**src/fswc_map.svh**
```systemverilog
// constants of the fpu state-word control block: offsets, bit positions,
// reset values and encodings; assumes a 32-bit axi4-lite register bus
`ifndef FSWC_MAP_SVH
`define FSWC_MAP_SVH

// ****************************************
// register offsets
// ****************************************
`define FSWC_OFF_SYSCTL  8'h00
`define FSWC_OFF_CTRL    8'h04
`define FSWC_OFF_STAT    8'h08
`define FSWC_OFF_TAG     8'h0c
`define FSWC_OFF_IRQSTAT 8'h10
`define FSWC_OFF_IRQMASK 8'h14

// ****************************************
// field positions
// ****************************************
`define FSWC_SYS_MON     1
`define FSWC_SYS_TSW     3
`define FSWC_SYS_EXTTYPE 4
`define FSWC_SYS_NATIVE  5
`define FSWC_ST_INV  0
`define FSWC_ST_STKF 6
`define FSWC_ST_CC0  8
`define FSWC_ST_CC1  9
`define FSWC_ST_CC2  10
`define FSWC_ST_CC3  14
`define FSWC_CW_IC   12
`define FSWC_IRQ_DNA 0
`define FSWC_IRQ_MF  1
`define FSWC_IRQ_EXT 2
`define FSWC_IRQ_STK 3

// ****************************************
// reset values, masks and encodings
// ****************************************
`define FSWC_SYS_RST     32'h00000010
`define FSWC_SYS_WMASK   32'h0000002a
`define FSWC_CTRL_RST    16'h037f
`define FSWC_STAT_RST    16'h0000
`define FSWC_EMPTY_RST   8'hff
`define FSWC_IRQ_WMASK   32'h0000000f
`define FSWC_VEC_DNA     8'h07
`define FSWC_VEC_MF      8'h10
`define FSWC_TAG_VALID   2'h0
`define FSWC_TAG_ZERO    2'h1
`define FSWC_TAG_SPECIAL 2'h2
`define FSWC_TAG_EMPTY   2'h3
`define FSWC_EXP_MAX     15'h7fff
`define FSWC_NREG        8
`define FSWC_RESP_OKAY   2'h0
`define FSWC_RESP_SLVERR 2'h2

`endif

```
**src/fswc_pkg.sv**
```systemverilog
// types of the fpu state-word control block
// assumes fswc_map.svh for the constants
package fswc_pkg;

	typedef enum logic [3:0] {
		FSWC_OP_INIT,
		FSWC_OP_WAIT,
		FSWC_OP_PREM,
		FSWC_OP_PTAN,
		FSWC_OP_STACK,
		FSWC_OP_EXC,
		FSWC_OP_ENV_LOAD,
		FSWC_OP_ENV_STORE
	} fswc_opkind_t;

	typedef enum logic [1:0] {
		FSWC_IDLE,
		FSWC_ISSUE,
		FSWC_CAPT
	} fswc_state_t;

	typedef struct packed {
		logic         valid;
		fswc_opkind_t kind;
		logic [3:0]   ccIn;
		logic         incomplete;
		logic         outOfRange;
		logic         overflow;
		logic [15:0]  tagWord;
	} fswc_op_t;

	typedef struct packed {
		logic        en;
		logic [2:0]  idx;
		logic [79:0] value;
	} fswc_dwr_t;

	typedef struct packed {
		logic        excValid;
		logic [7:0]  excVector;
		logic        extErr;
		logic        tagValid;
		logic [15:0] tagWord;
	} fswc_rsp_t;

endpackage

```
**src/fswc_top.sv**
```systemverilog
// fpu state-word control: system control bits, status and control words,
// tag word load and rebuild, with an axi4-lite slave for software
// assumes the integer unit holds op.valid until opReady is high
`timescale 1ns/1ps
`include "fswc_map.svh"
module fswc_top #(
	parameter int ADDR_W = 8
) (
	// clock and reset
	input  wire logic              clk,
	input  wire logic              rst,
	// axi4-lite write
	input  wire logic [ADDR_W-1:0] awaddr,
	input  wire logic              awvalid,
	output logic                   awready,
	input  wire logic [31:0]       wdata,
	input  wire logic [3:0]        wstrb,
	input  wire logic              wvalid,
	output logic                   wready,
	output logic      [1:0]        bresp,
	output logic                   bvalid,
	input  wire logic              bready,
	// axi4-lite read
	input  wire logic [ADDR_W-1:0] araddr,
	input  wire logic              arvalid,
	output logic                   arready,
	output logic      [31:0]       rdata,
	output logic      [1:0]        rresp,
	output logic                   rvalid,
	input  wire logic              rready,
	// integer unit side
	input  fswc_pkg::fswc_op_t     op,
	output logic                   opReady,
	input  fswc_pkg::fswc_dwr_t    dataWr,
	output fswc_pkg::fswc_rsp_t    rsp,
	// interrupt
	output logic                   irq
);
	import fswc_pkg::*;

	// ****************************************
	// functions
	// ****************************************
	function automatic logic [31:0] mergeStrb(input logic [31:0] old, input logic [31:0] nw,
		input logic [3:0] strb);
		logic [31:0] res;
		res = old;
		for (int b = 0; b < 4; b++) begin
			if (strb[b]) begin
				res[8*b +: 8] = nw[8*b +: 8];
			end
		end
		return res;
	endfunction

	function automatic logic isMapped(input logic [ADDR_W-1:0] a);
		logic [7:0] o;
		o = a[7:0];
		return (o == `FSWC_OFF_SYSCTL) || (o == `FSWC_OFF_CTRL) || (o == `FSWC_OFF_STAT) ||
			(o == `FSWC_OFF_TAG) || (o == `FSWC_OFF_IRQSTAT) || (o == `FSWC_OFF_IRQMASK);
	endfunction

	function automatic logic [1:0] classify(input logic [79:0] v);
		logic [14:0] e;
		logic [1:0]  t;
		e = v[78:64];
		if (e == 15'h0000 && v[63:0] == 64'h0000000000000000) begin
			t = `FSWC_TAG_ZERO;
		end else if (e == 15'h0000 || e == `FSWC_EXP_MAX || !v[63]) begin
			t = `FSWC_TAG_SPECIAL;
		end else begin
			t = `FSWC_TAG_VALID;
		end
		return t;
	endfunction

	// ****************************************
	// declarations
	// ****************************************
	logic              awHeld_r, awHeld_nxt;
	logic [ADDR_W-1:0] awAddr_r, awAddr_nxt;
	logic              wHeld_r, wHeld_nxt;
	logic [31:0]       wData_r, wData_nxt;
	logic [3:0]        wStrb_r, wStrb_nxt;
	logic              awready_r, awready_nxt;
	logic              wready_r, wready_nxt;
	logic              bvalid_r, bvalid_nxt;
	logic [1:0]        bresp_r, bresp_nxt;
	logic              arready_r, arready_nxt;
	logic              rvalid_r, rvalid_nxt;
	logic [31:0]       rdata_r, rdata_nxt;
	logic [1:0]        rresp_r, rresp_nxt;
	logic [31:0]       sysCtl_r, sysCtl_nxt;
	logic [15:0]       ctrl_r, ctrl_nxt;
	logic [31:0]       irqStat_r, irqStat_nxt;
	logic [31:0]       irqMask_r, irqMask_nxt;
	logic              irq_r, irq_nxt;
	logic [31:0]       events;

	fswc_state_t       state_r, state_nxt;
	logic [2:0]        idx_r, idx_nxt;
	logic [15:0]       stat_r, stat_nxt;
	logic [7:0]        empty_r, empty_nxt;
	logic [15:0]       tagAcc_r, tagAcc_nxt;
	logic [15:0]       tagOut_r, tagOut_nxt;
	fswc_rsp_t         rsp_r, rsp_nxt;
	logic              opReady_r, opReady_nxt;
	logic              rdEn;
	logic [79:0]       rdData;
	logic              evDna, evMf, evExt, evStk;

	assign awready = awready_r;
	assign wready  = wready_r;
	assign bvalid  = bvalid_r;
	assign bresp   = bresp_r;
	assign arready = arready_r;
	assign rvalid  = rvalid_r;
	assign rdata   = rdata_r;
	assign rresp   = rresp_r;
	assign irq     = irq_r;
	assign rsp     = rsp_r;
	assign opReady = opReady_r;

	// ****************************************
	// register bus
	// ****************************************
	always_comb begin
		logic [31:0] merged;
		logic [7:0]  wOff;
		logic [7:0]  rOff;
		merged      = '0;
		wOff        = awAddr_r[7:0];
		rOff        = araddr[7:0];
		awHeld_nxt  = awHeld_r;
		awAddr_nxt  = awAddr_r;
		wHeld_nxt   = wHeld_r;
		wData_nxt   = wData_r;
		wStrb_nxt   = wStrb_r;
		bvalid_nxt  = bvalid_r;
		bresp_nxt   = bresp_r;
		arready_nxt = arready_r;
		rvalid_nxt  = rvalid_r;
		rdata_nxt   = rdata_r;
		rresp_nxt   = rresp_r;
		sysCtl_nxt  = sysCtl_r;
		ctrl_nxt    = ctrl_r;
		irqStat_nxt = irqStat_r;
		irqMask_nxt = irqMask_r;
		if (awvalid && awready_r) begin
			awHeld_nxt = 1'b1;
			awAddr_nxt = awaddr;
		end
		if (wvalid && wready_r) begin
			wHeld_nxt = 1'b1;
			wData_nxt = wdata;
			wStrb_nxt = wstrb;
		end
		if (bvalid_r && bready) begin
			bvalid_nxt = 1'b0;
		end
		if (awHeld_r && wHeld_r && !bvalid_r) begin
			awHeld_nxt = 1'b0;
			wHeld_nxt  = 1'b0;
			bvalid_nxt = 1'b1;
			bresp_nxt  = isMapped(awAddr_r) ? `FSWC_RESP_OKAY : `FSWC_RESP_SLVERR;
			case (wOff)
				`FSWC_OFF_SYSCTL: begin
					merged     = mergeStrb(sysCtl_r, wData_r, wStrb_r);
					sysCtl_nxt = (merged & `FSWC_SYS_WMASK) | `FSWC_SYS_RST;
				end
				`FSWC_OFF_CTRL: begin
					merged   = mergeStrb({16'h0000, ctrl_r}, wData_r, wStrb_r);
					ctrl_nxt = merged[15:0];
				end
				`FSWC_OFF_IRQSTAT: begin
					merged      = wData_r & {{8{wStrb_r[3]}}, {8{wStrb_r[2]}},
						{8{wStrb_r[1]}}, {8{wStrb_r[0]}}};
					irqStat_nxt = irqStat_r & ~merged;
				end
				`FSWC_OFF_IRQMASK: begin
					merged      = mergeStrb(irqMask_r, wData_r, wStrb_r);
					irqMask_nxt = merged & `FSWC_IRQ_WMASK;
				end
				default: begin
					merged = '0;
				end
			endcase
		end
		irqStat_nxt = irqStat_nxt | events;
		irq_nxt     = |(irqStat_nxt & irqMask_nxt);
		awready_nxt = !awHeld_nxt && !bvalid_nxt;
		wready_nxt  = !wHeld_nxt && !bvalid_nxt;
		if (rvalid_r && rready) begin
			rvalid_nxt  = 1'b0;
			arready_nxt = 1'b1;
		end
		if (arvalid && arready_r) begin
			arready_nxt = 1'b0;
			rvalid_nxt  = 1'b1;
			rresp_nxt   = isMapped(araddr) ? `FSWC_RESP_OKAY : `FSWC_RESP_SLVERR;
			case (rOff)
				`FSWC_OFF_SYSCTL:  rdata_nxt = sysCtl_r;
				`FSWC_OFF_CTRL:    rdata_nxt = {16'h0000, ctrl_r};
				`FSWC_OFF_STAT:    rdata_nxt = {16'h0000, stat_r};
				`FSWC_OFF_TAG:     rdata_nxt = {16'h0000, tagOut_r};
				`FSWC_OFF_IRQSTAT: rdata_nxt = irqStat_r;
				`FSWC_OFF_IRQMASK: rdata_nxt = irqMask_r;
				default:           rdata_nxt = 32'h00000000;
			endcase
		end
	end

	always_ff @(posedge clk) begin
		if (rst) begin
			awHeld_r  <= 1'b0;
			awAddr_r  <= '0;
			wHeld_r   <= 1'b0;
			wData_r   <= 32'h00000000;
			wStrb_r   <= 4'h0;
			awready_r <= 1'b1;
			wready_r  <= 1'b1;
			bvalid_r  <= 1'b0;
			bresp_r   <= `FSWC_RESP_OKAY;
			arready_r <= 1'b1;
			rvalid_r  <= 1'b0;
			rdata_r   <= 32'h00000000;
			rresp_r   <= `FSWC_RESP_OKAY;
			sysCtl_r  <= `FSWC_SYS_RST;
			ctrl_r    <= `FSWC_CTRL_RST;
			irqStat_r <= 32'h00000000;
			irqMask_r <= 32'h00000000;
			irq_r     <= 1'b0;
		end else begin
			awHeld_r  <= awHeld_nxt;
			awAddr_r  <= awAddr_nxt;
			wHeld_r   <= wHeld_nxt;
			wData_r   <= wData_nxt;
			wStrb_r   <= wStrb_nxt;
			awready_r <= awready_nxt;
			wready_r  <= wready_nxt;
			bvalid_r  <= bvalid_nxt;
			bresp_r   <= bresp_nxt;
			arready_r <= arready_nxt;
			rvalid_r  <= rvalid_nxt;
			rdata_r   <= rdata_nxt;
			rresp_r   <= rresp_nxt;
			sysCtl_r  <= sysCtl_nxt;
			ctrl_r    <= ctrl_nxt;
			irqStat_r <= irqStat_nxt;
			irqMask_r <= irqMask_nxt;
			irq_r     <= irq_nxt;
		end
	end

	// ****************************************
	// operations, status word and tags
	// ****************************************
	always_comb begin
		logic [1:0] t;
		logic       report;
		t           = `FSWC_TAG_EMPTY;
		report      = 1'b0;
		state_nxt   = state_r;
		idx_nxt     = idx_r;
		stat_nxt    = stat_r;
		empty_nxt   = empty_r;
		tagAcc_nxt  = tagAcc_r;
		tagOut_nxt  = tagOut_r;
		rsp_nxt     = '0;
		rdEn        = 1'b0;
		evDna       = 1'b0;
		evStk       = 1'b0;
		if (dataWr.en) begin
			empty_nxt[dataWr.idx] = 1'b0;
		end
		case (state_r)
			FSWC_IDLE: begin
				if (op.valid) begin
					case (op.kind)
						FSWC_OP_INIT: begin
							stat_nxt  = `FSWC_STAT_RST;
							empty_nxt = `FSWC_EMPTY_RST;
						end
						FSWC_OP_WAIT: begin
							if (sysCtl_r[`FSWC_SYS_MON] && sysCtl_r[`FSWC_SYS_TSW]) begin
								evDna             = 1'b1;
								rsp_nxt.excValid  = 1'b1;
								rsp_nxt.excVector = `FSWC_VEC_DNA;
							end
						end
						FSWC_OP_PREM: begin
							if (op.incomplete) begin
								stat_nxt[`FSWC_ST_CC0] = 1'b0;
								stat_nxt[`FSWC_ST_CC1] = 1'b0;
								stat_nxt[`FSWC_ST_CC3] = 1'b0;
								stat_nxt[`FSWC_ST_CC2] = 1'b1;
							end else begin
								stat_nxt[`FSWC_ST_CC0] = op.ccIn[0];
								stat_nxt[`FSWC_ST_CC1] = op.ccIn[1];
								stat_nxt[`FSWC_ST_CC2] = op.ccIn[2];
								stat_nxt[`FSWC_ST_CC3] = op.ccIn[3];
							end
						end
						FSWC_OP_PTAN: begin
							stat_nxt[`FSWC_ST_CC2] = op.outOfRange;
						end
						FSWC_OP_STACK: begin
							stat_nxt[`FSWC_ST_INV]  = 1'b1;
							stat_nxt[`FSWC_ST_STKF] = 1'b1;
							stat_nxt[`FSWC_ST_CC1]  = op.overflow;
							evStk                   = 1'b1;
							report                = 1'b1;
						end
						FSWC_OP_EXC: begin
							report = 1'b1;
						end
						FSWC_OP_ENV_LOAD: begin
							for (int i = 0; i < `FSWC_NREG; i++) begin
								empty_nxt[i] = (op.tagWord[2*i +: 2] == `FSWC_TAG_EMPTY);
							end
						end
						FSWC_OP_ENV_STORE: begin
							state_nxt  = FSWC_ISSUE;
							idx_nxt    = 3'h0;
							tagAcc_nxt = 16'h0000;
						end
						default: begin
							report = 1'b0;
						end
					endcase
				end
			end
			FSWC_ISSUE: begin
				rdEn      = 1'b1;
				state_nxt = FSWC_CAPT;
			end
			FSWC_CAPT: begin
				t = classify(rdData);
				if (empty_r[idx_r]) begin
					t = `FSWC_TAG_EMPTY;
				end
				tagAcc_nxt[{idx_r, 1'b0} +: 2] = t;
				if (idx_r == 3'h7) begin
					state_nxt        = FSWC_IDLE;
					tagOut_nxt       = tagAcc_nxt;
					rsp_nxt.tagValid = 1'b1;
					rsp_nxt.tagWord  = tagAcc_nxt;
				end else begin
					idx_nxt   = idx_r + 3'h1;
					state_nxt = FSWC_ISSUE;
				end
			end
			default: begin
				state_nxt = FSWC_IDLE;
			end
		endcase
		evMf  = report && sysCtl_r[`FSWC_SYS_NATIVE];
		evExt = report && !sysCtl_r[`FSWC_SYS_NATIVE];
		if (evMf) begin
			rsp_nxt.excValid  = 1'b1;
			rsp_nxt.excVector = `FSWC_VEC_MF;
		end
		rsp_nxt.extErr = evExt;
		opReady_nxt    = (state_nxt == FSWC_IDLE);
	end

	always_comb begin
		events                 = 32'h00000000;
		events[`FSWC_IRQ_DNA]  = evDna;
		events[`FSWC_IRQ_MF]   = evMf;
		events[`FSWC_IRQ_EXT]  = evExt;
		events[`FSWC_IRQ_STK]  = evStk;
	end

	always_ff @(posedge clk) begin
		if (rst) begin
			state_r   <= FSWC_IDLE;
			idx_r     <= 3'h0;
			stat_r    <= `FSWC_STAT_RST;
			empty_r   <= `FSWC_EMPTY_RST;
			tagAcc_r  <= 16'h0000;
			tagOut_r  <= 16'hffff;
			rsp_r     <= '0;
			opReady_r <= 1'b1;
		end else begin
			state_r   <= state_nxt;
			idx_r     <= idx_nxt;
			stat_r    <= stat_nxt;
			empty_r   <= empty_nxt;
			tagAcc_r  <= tagAcc_nxt;
			tagOut_r  <= tagOut_nxt;
			rsp_r     <= rsp_nxt;
			opReady_r <= opReady_nxt;
		end
	end

	// ****************************************
	// data registers
	// ****************************************
	fswc_data_mem #(
		.DEPTH(`FSWC_NREG),
		.WIDTH(80)
	) u_mem (
		.clk   (clk),
		.rst   (rst),
		.wrEn  (dataWr.en),
		.wrAddr(dataWr.idx),
		.wrData(dataWr.value),
		.rdEn  (rdEn),
		.rdAddr(idx_r),
		.rdData(rdData)
	);
endmodule

```
**src/fswc_data_mem.sv**
```systemverilog
// data register file of the fpu, one write port and one registered read port
// assumes a single clock and a synchronous active-high reset
`timescale 1ns/1ps
module fswc_data_mem #(
	parameter int DEPTH = 8,
	parameter int WIDTH = 80
) (
	// clock and reset
	input  wire logic                     clk,
	input  wire logic                     rst,
	// write port
	input  wire logic                     wrEn,
	input  wire logic [$clog2(DEPTH)-1:0] wrAddr,
	input  wire logic [WIDTH-1:0]         wrData,
	// read port
	input  wire logic                     rdEn,
	input  wire logic [$clog2(DEPTH)-1:0] rdAddr,
	output logic      [WIDTH-1:0]         rdData
);
	logic [WIDTH-1:0] mem [DEPTH];
	logic [WIDTH-1:0] rdData_r;

	assign rdData = rdData_r;

	always_ff @(posedge clk) begin
		if (wrEn) begin
			mem[wrAddr] <= wrData;
		end
		if (rst) begin
			rdData_r <= '0;
		end else if (rdEn) begin
			rdData_r <= mem[rdAddr];
		end
	end
endmodule

```
**config.mk**
```make
export PLATFORM = sky130hd
export DESIGN_NAME = fswc_top
export DESIGN_NICKNAME = d
export VERILOG_FILES = /design/src/fswc_pkg.sv /design/src/fswc_top.sv /design/src/fswc_data_mem.sv
export VERILOG_INCLUDE_DIRS = /design/src
export SDC_FILE = /design/constraint.sdc
export NUM_CORES = 1
export LEC_CHECK = 0
export ABC_CLOCK_PERIOD_IN_PS = 7500
export BUFFER_PORTS_ARGS = -buffer_cell sky130_fd_sc_hd__buf_2
export CAP_MARGIN = 10
export CORE_UTILIZATION = 54
export DETAILED_ROUTE_END_ITERATION = 8
export PLACE_DENSITY_LB_ADDON = 0.1
export RECOVER_POWER = 50
export SLEW_MARGIN = 20
export SYNTH_ARGS = -nofsm -noshare
export SYNTH_HDL_FRONTEND = slang
export SYNTH_HIERARCHICAL = 1
export SYNTH_SLANG_ARGS = --single-unit
```
**constraint.sdc**
```tcl
create_clock -name clk -period 7.5 [get_ports clk]
set_clock_uncertainty 0.05 [all_clocks]
set_input_delay 0.75 -clock clk [delete_from_list [all_inputs] [get_ports clk]]
set_output_delay 0.75 -clock clk [all_outputs]
set_load 0.005 [all_outputs]
```
; Word level (Yosys, flattened, before mapping)
; Memory sizes are Yosys's and may differ from the RTL's. A register that Yosys moved wholly into a read port is not among the register bits.
; Cells that the tools add are included.
[totals]
ff_bits = 249
ramBits = 640
wordCells = 215
memories = 1
[classes]
addsub = 2
magnitude_cmp = 3
n_eq_ne = 32
shifts = 2
mux = 68
bitwise = 12
n_reduce_logical = 60
[memory_table]
columns = memory, depth, word_bits, read_ports, rd_ports_with_merged_regs, wr, line_no
row1 = u_mem.mem, 8, 80, 1, 1, 1, fswc_data_mem.sv:20  ; logic [WIDTH-1:0] mem [DEPTH];
[ops]
columns = operator, count
row1 = one-hot mux 32 bit (6 select lines), 1
row2 = 2-to-1 mux 32 bit, 4
row3 = bitwise AND 32 bit, 3
row4 = logical NOT 64 bit, 1
row5 = 2-to-1 mux 9 bit, 5
row6 = == test 8 x 4 -> 1 bit (second input constant), 4
row7 = == test 8 x 5 -> 1 bit (second input constant), 4
row8 = 2-to-1 mux 16 bit, 2
row9 = NOT 32 bit, 1
row10 = OR 32 x 4 -> 32 bit, 1
row11 = one-hot mux 16 bit (2 select lines), 1
row12 = OR reduction 32 bit, 1
row13 = 2-to-1 mux 1 bit, 27
row14 = 2-to-1 mux 8 bit, 3
row15 = AND reduction 3 bit, 8
row16 = == test 2 bit (second input constant), 9
row17 = 2-to-1 mux 17 bit, 1
row18 = bitwise mux 16 bit, 1
row19 = == test 4 x 3 -> 1 bit (second input constant), 4
row20 = == test 8 x 3 -> 1 bit (second input constant), 2
row21 = logical NOT 8 bit, 2
row22 = 2-to-1 mux 2 bit, 8
row23 = one-hot mux 8 bit (2 select lines), 1
row24 = variable shift 2 x 6 -> 16 bit (first input constant), 1
row25 = other kinds (36), 84

; Logic depth before layout (Yosys ltp)
[logic_depth]
depth_word = 10
depth_mapped = 10
mapped_depth_nobuf = 9

; By module
; The synthesis kept the hierarchy.
[modules_own_cells]
columns = module, instances, cells_each, area_each_um2
row1 = fswc_data_mem, 1, 1474, 27273.7
row2 = fswc_top, 1, 1150, 9988.3

; Least setup slack after synthesis
; No wires, ideal clock.
[synth_timing]
path_kind = input-to-reg
start = input dataWr[82] in the netlist's numbering
end = memory u_mem.mem[0][0], enable pin
setup_time_ns = 0.618
arrival_time_ns = 6.352
slack_ns = 0.481
cell_stages = 2
n_path_buf = 0
cell_sequence = nand2b_1 nor3_1
[synth_rtl]
columns = element, line_no
row1 = "start, declared", fswc_top.sv:34  ; input fswc_pkg::fswc_dwr_t dataWr,
row2 = "end, declared", fswc_data_mem.sv:20
; No word-level cell before the write port.

; Worst setup path in the final report
[layout_timing]
start = input dataWr[82] in the netlist's numbering
end = memory u_mem.mem[7][21], enable pin
; No word-level cell before the write port.

==> results by group <==
Status
  • Status: finished with violations
  • Failing checks: capacitance limit, slew limit

CTS
  • Maximum clock insertion buffer count: 3
  • Reg clk slew, reported paths: about 60 ps
  • H-tree levels: 3
  • Root buffer cell: clkbuf_16
  • Post_cts resized: 0
  • Hold buffers post-CTS: 0
  • Post-CTS setup buffer count: 0
  • CTS sink cnt: between 900 and 1000
  • TritonCTS clock tree: built
  • TritonCTS buffer count: slightly below 100
  • Clock latency on the worst-skew pair: roughly 650 ps

Place
  • RePlAce Congestion: roughly 0.84
  • Placed Cells: between 3000 and 4000
  • HPWL after detailed placement: roughly 49 mm
  • I/O Buffers: between 200 and 250

Power and ir drop
  • Leak: roughly 14 nW
  • Net switching power: roughly 2.3 mW
  • Sequential power share: 53.7%
  • Internal power: ~8.5 mW
  • Clk pwr share: between 40% and 50%
  • Peak VDD IR: about 0.20 mV
  • PwrDens: roughly 260 mW/mm^2
  • Gate power share: about 3.8%
  • Switching part of the total power: a little over a fifth

Timing
  • Final Cycle Share: a little under three fifths
  • Measured slew at the worst slew-check pin: between 2000 and 3000 ps
  • Slew Limit Fails: approximately 250
  • Worst hold margin: slightly above 300 ps
  • Relative slew slack: -86.7%
  • Fmax: between 200 and 250 MHz
  • Final hold violations: 0
  • Fin crit period: 4150 ps
  • Setup TNS: 0 ps
  • RSZ-0062 raised after global routing: no
  • Final setup vio count: 0

Finish
  • Post-route insts no fill: 3765
  • Share of cells above drive strength 1: between 15 and 20%
  • Reg area: around 0.025 mm^2
  • Layout area overhead: 12.4%
  • Fillers: between 5000 and 6000
  • Nets: 2987
  • Area of the multi-input gates: roughly 0.011 mm^2
  • Utilization after layout: slightly above 60%

Min path
  • Hold Path Stages: 3
  • Hold Crit Class: input port to register
  • Hold_sp: wdata[18]
  • Hold EP: wData_r[18]

Setup path
  • Crit path arrival time: ~4400 ps
  • CP Class: input port to register
  • FF-to-FF setup slack: approximately 3900 ps
  • RR Endpoint: irq
  • Depth of the most critical reg-to-reg path: 7
  • Crit end category: register
  • Critical path startpoint category: input port
  • CP required: just under 8000 ps
  • Crit path max fanout: 47
  • Critical R2R Launch: bvalid

GRT
  • Remaining Overflow, GRT: 0
  • Vias in the first global route: 22400
  • Initial antenna violation count: 10
  • GRT Util Overall: between 20% and 30%
  • Largest net degree at the start of global routing: 173
  • First-pass GRT wire length: roughly 130 mm

Floorplan
  • Core ar.: between 0.06 and 0.07 mm^2
  • Die area: 0.0694 mm^2
  • Initial Util: roughly 55%
  • Die Height: around 260 um
  • Die W: roughly 260 um
  • # rows: 95
  • IO Count: around 240

Job
  • Max-Cap Viols: 8

Synth
  • Synthesis warning total: 6
  • Cells after Synth: between 2000 and 3000
  • Mapped cell area: 0.0369 mm^2
  • Mean Syn Cell Area: about 14 um^2

Route
  • Drt initial violations: between 1500 and 2000
  • TritonRoute pass-1 iters: 5
  • WL/cell: 22.5 um
  • DR vias: ~22000
  • Remaining antenna violation count: 0
  • Routed vias/inst: just under 6
  • DRT Wirelength: between 80 and 90 mm
  • Residual DRC count: 0
[power groups by stage]
stage,combinational [mW],clock (mW),sequential (mW)
4_1_cts,0.418,4.67,5.80
5_1_grt,0.448,4.88,5.81
6_report,0.409,4.59,5.80
2_1_floorplan,0.244,0,5.90
3_3_place_gp,0.405,0,5.90
3_5_place_dp,0.416,0,5.91
[registers in the layout, summed over array words and instances, names as in the netlist, 2 cells and up]
register      count
irqMask_r        32
ctrl_r           16
awAddr_r          8
idx_r             3
wData_r          32
u_mem/rdData     79
rsp              21
stat_r            5
wStrb_r           4
tagOut_r         16
empty_r           8
tagAcc_r         16
sysCtl_r          3
rdata            32
irqStat_r        32
u_mem/mem       632
state_r           2
[critical path, cell delays in order]
cell and delay (ps):
clkbuf_1 220, nand2_1 260, nor2_4 150, clkbuf_1 1970, buf_4 950
[worst max path at each step]
| stage | start | slack, ps | depth (start not counted) | to |
|---|---|---|---|---|
| floorplan | dataWr[82] | 550 | 2 | u_mem/mem[0][0] |
| global placement | bvalid | 3960 | 7 | irq |
| detailed placement | bvalid | 3900 | 7 | irq |
| CTS | idx_r[0] | 3900 | 6 | u_mem/rdData[13] |
| global route | dataWr[82] | 3160 | 5 | u_mem/mem[6][16] |
| finish | dataWr[82] | 3350 | 5 | u_mem/mem[7][21] |
[routing by layer]
layer	track usage, %	wire length [um]
met2	42.0	42300
met1	31.9	36200
met5	0	100
met4	6.80	1990
met3	4.36	4310
[per-stage QoR]
stage	area (um^2)	setup slack [ps]	power, mW
after floorplan	37000	551	6.14
after global placement	38600	3960	6.30
after detailed placement	38600	3900	6.33
after CTS	41600	3900	10.9
after global routing	41500	3160	11.1
final	41500	3350	10.8
[area by class of cell]
type                    instances  area share [%]
diodes                          3          0.0181
clock buffers                 133            6.34
clock inverters                46           0.971
inverters                      17           0.154
multi-input cells            1470            25.4
flip-flops and latches        952            61.2
well taps                     873            2.63
repair buffers                271            3.29
[cell usage in the layout, fill, tap and decap left out, types with 34 or more instances in the layout]
cell type / instances
a211oi_1: 68
mux2_2: 162
nand2_1: 167
o22ai_1: 62
a221o_1: 50
mux2i_1: 225
dfxtp_1: 319
o221ai_1: 34
a22oi_1: 50
clkbuf_16: 97
a21oi_1: 107
and2_1: 35
clkbuf_1: 116
edfxtp_1: 632
buf_2: 152
nor2_1: 197
Note: power is estimated with default switching activity, not from simulation.
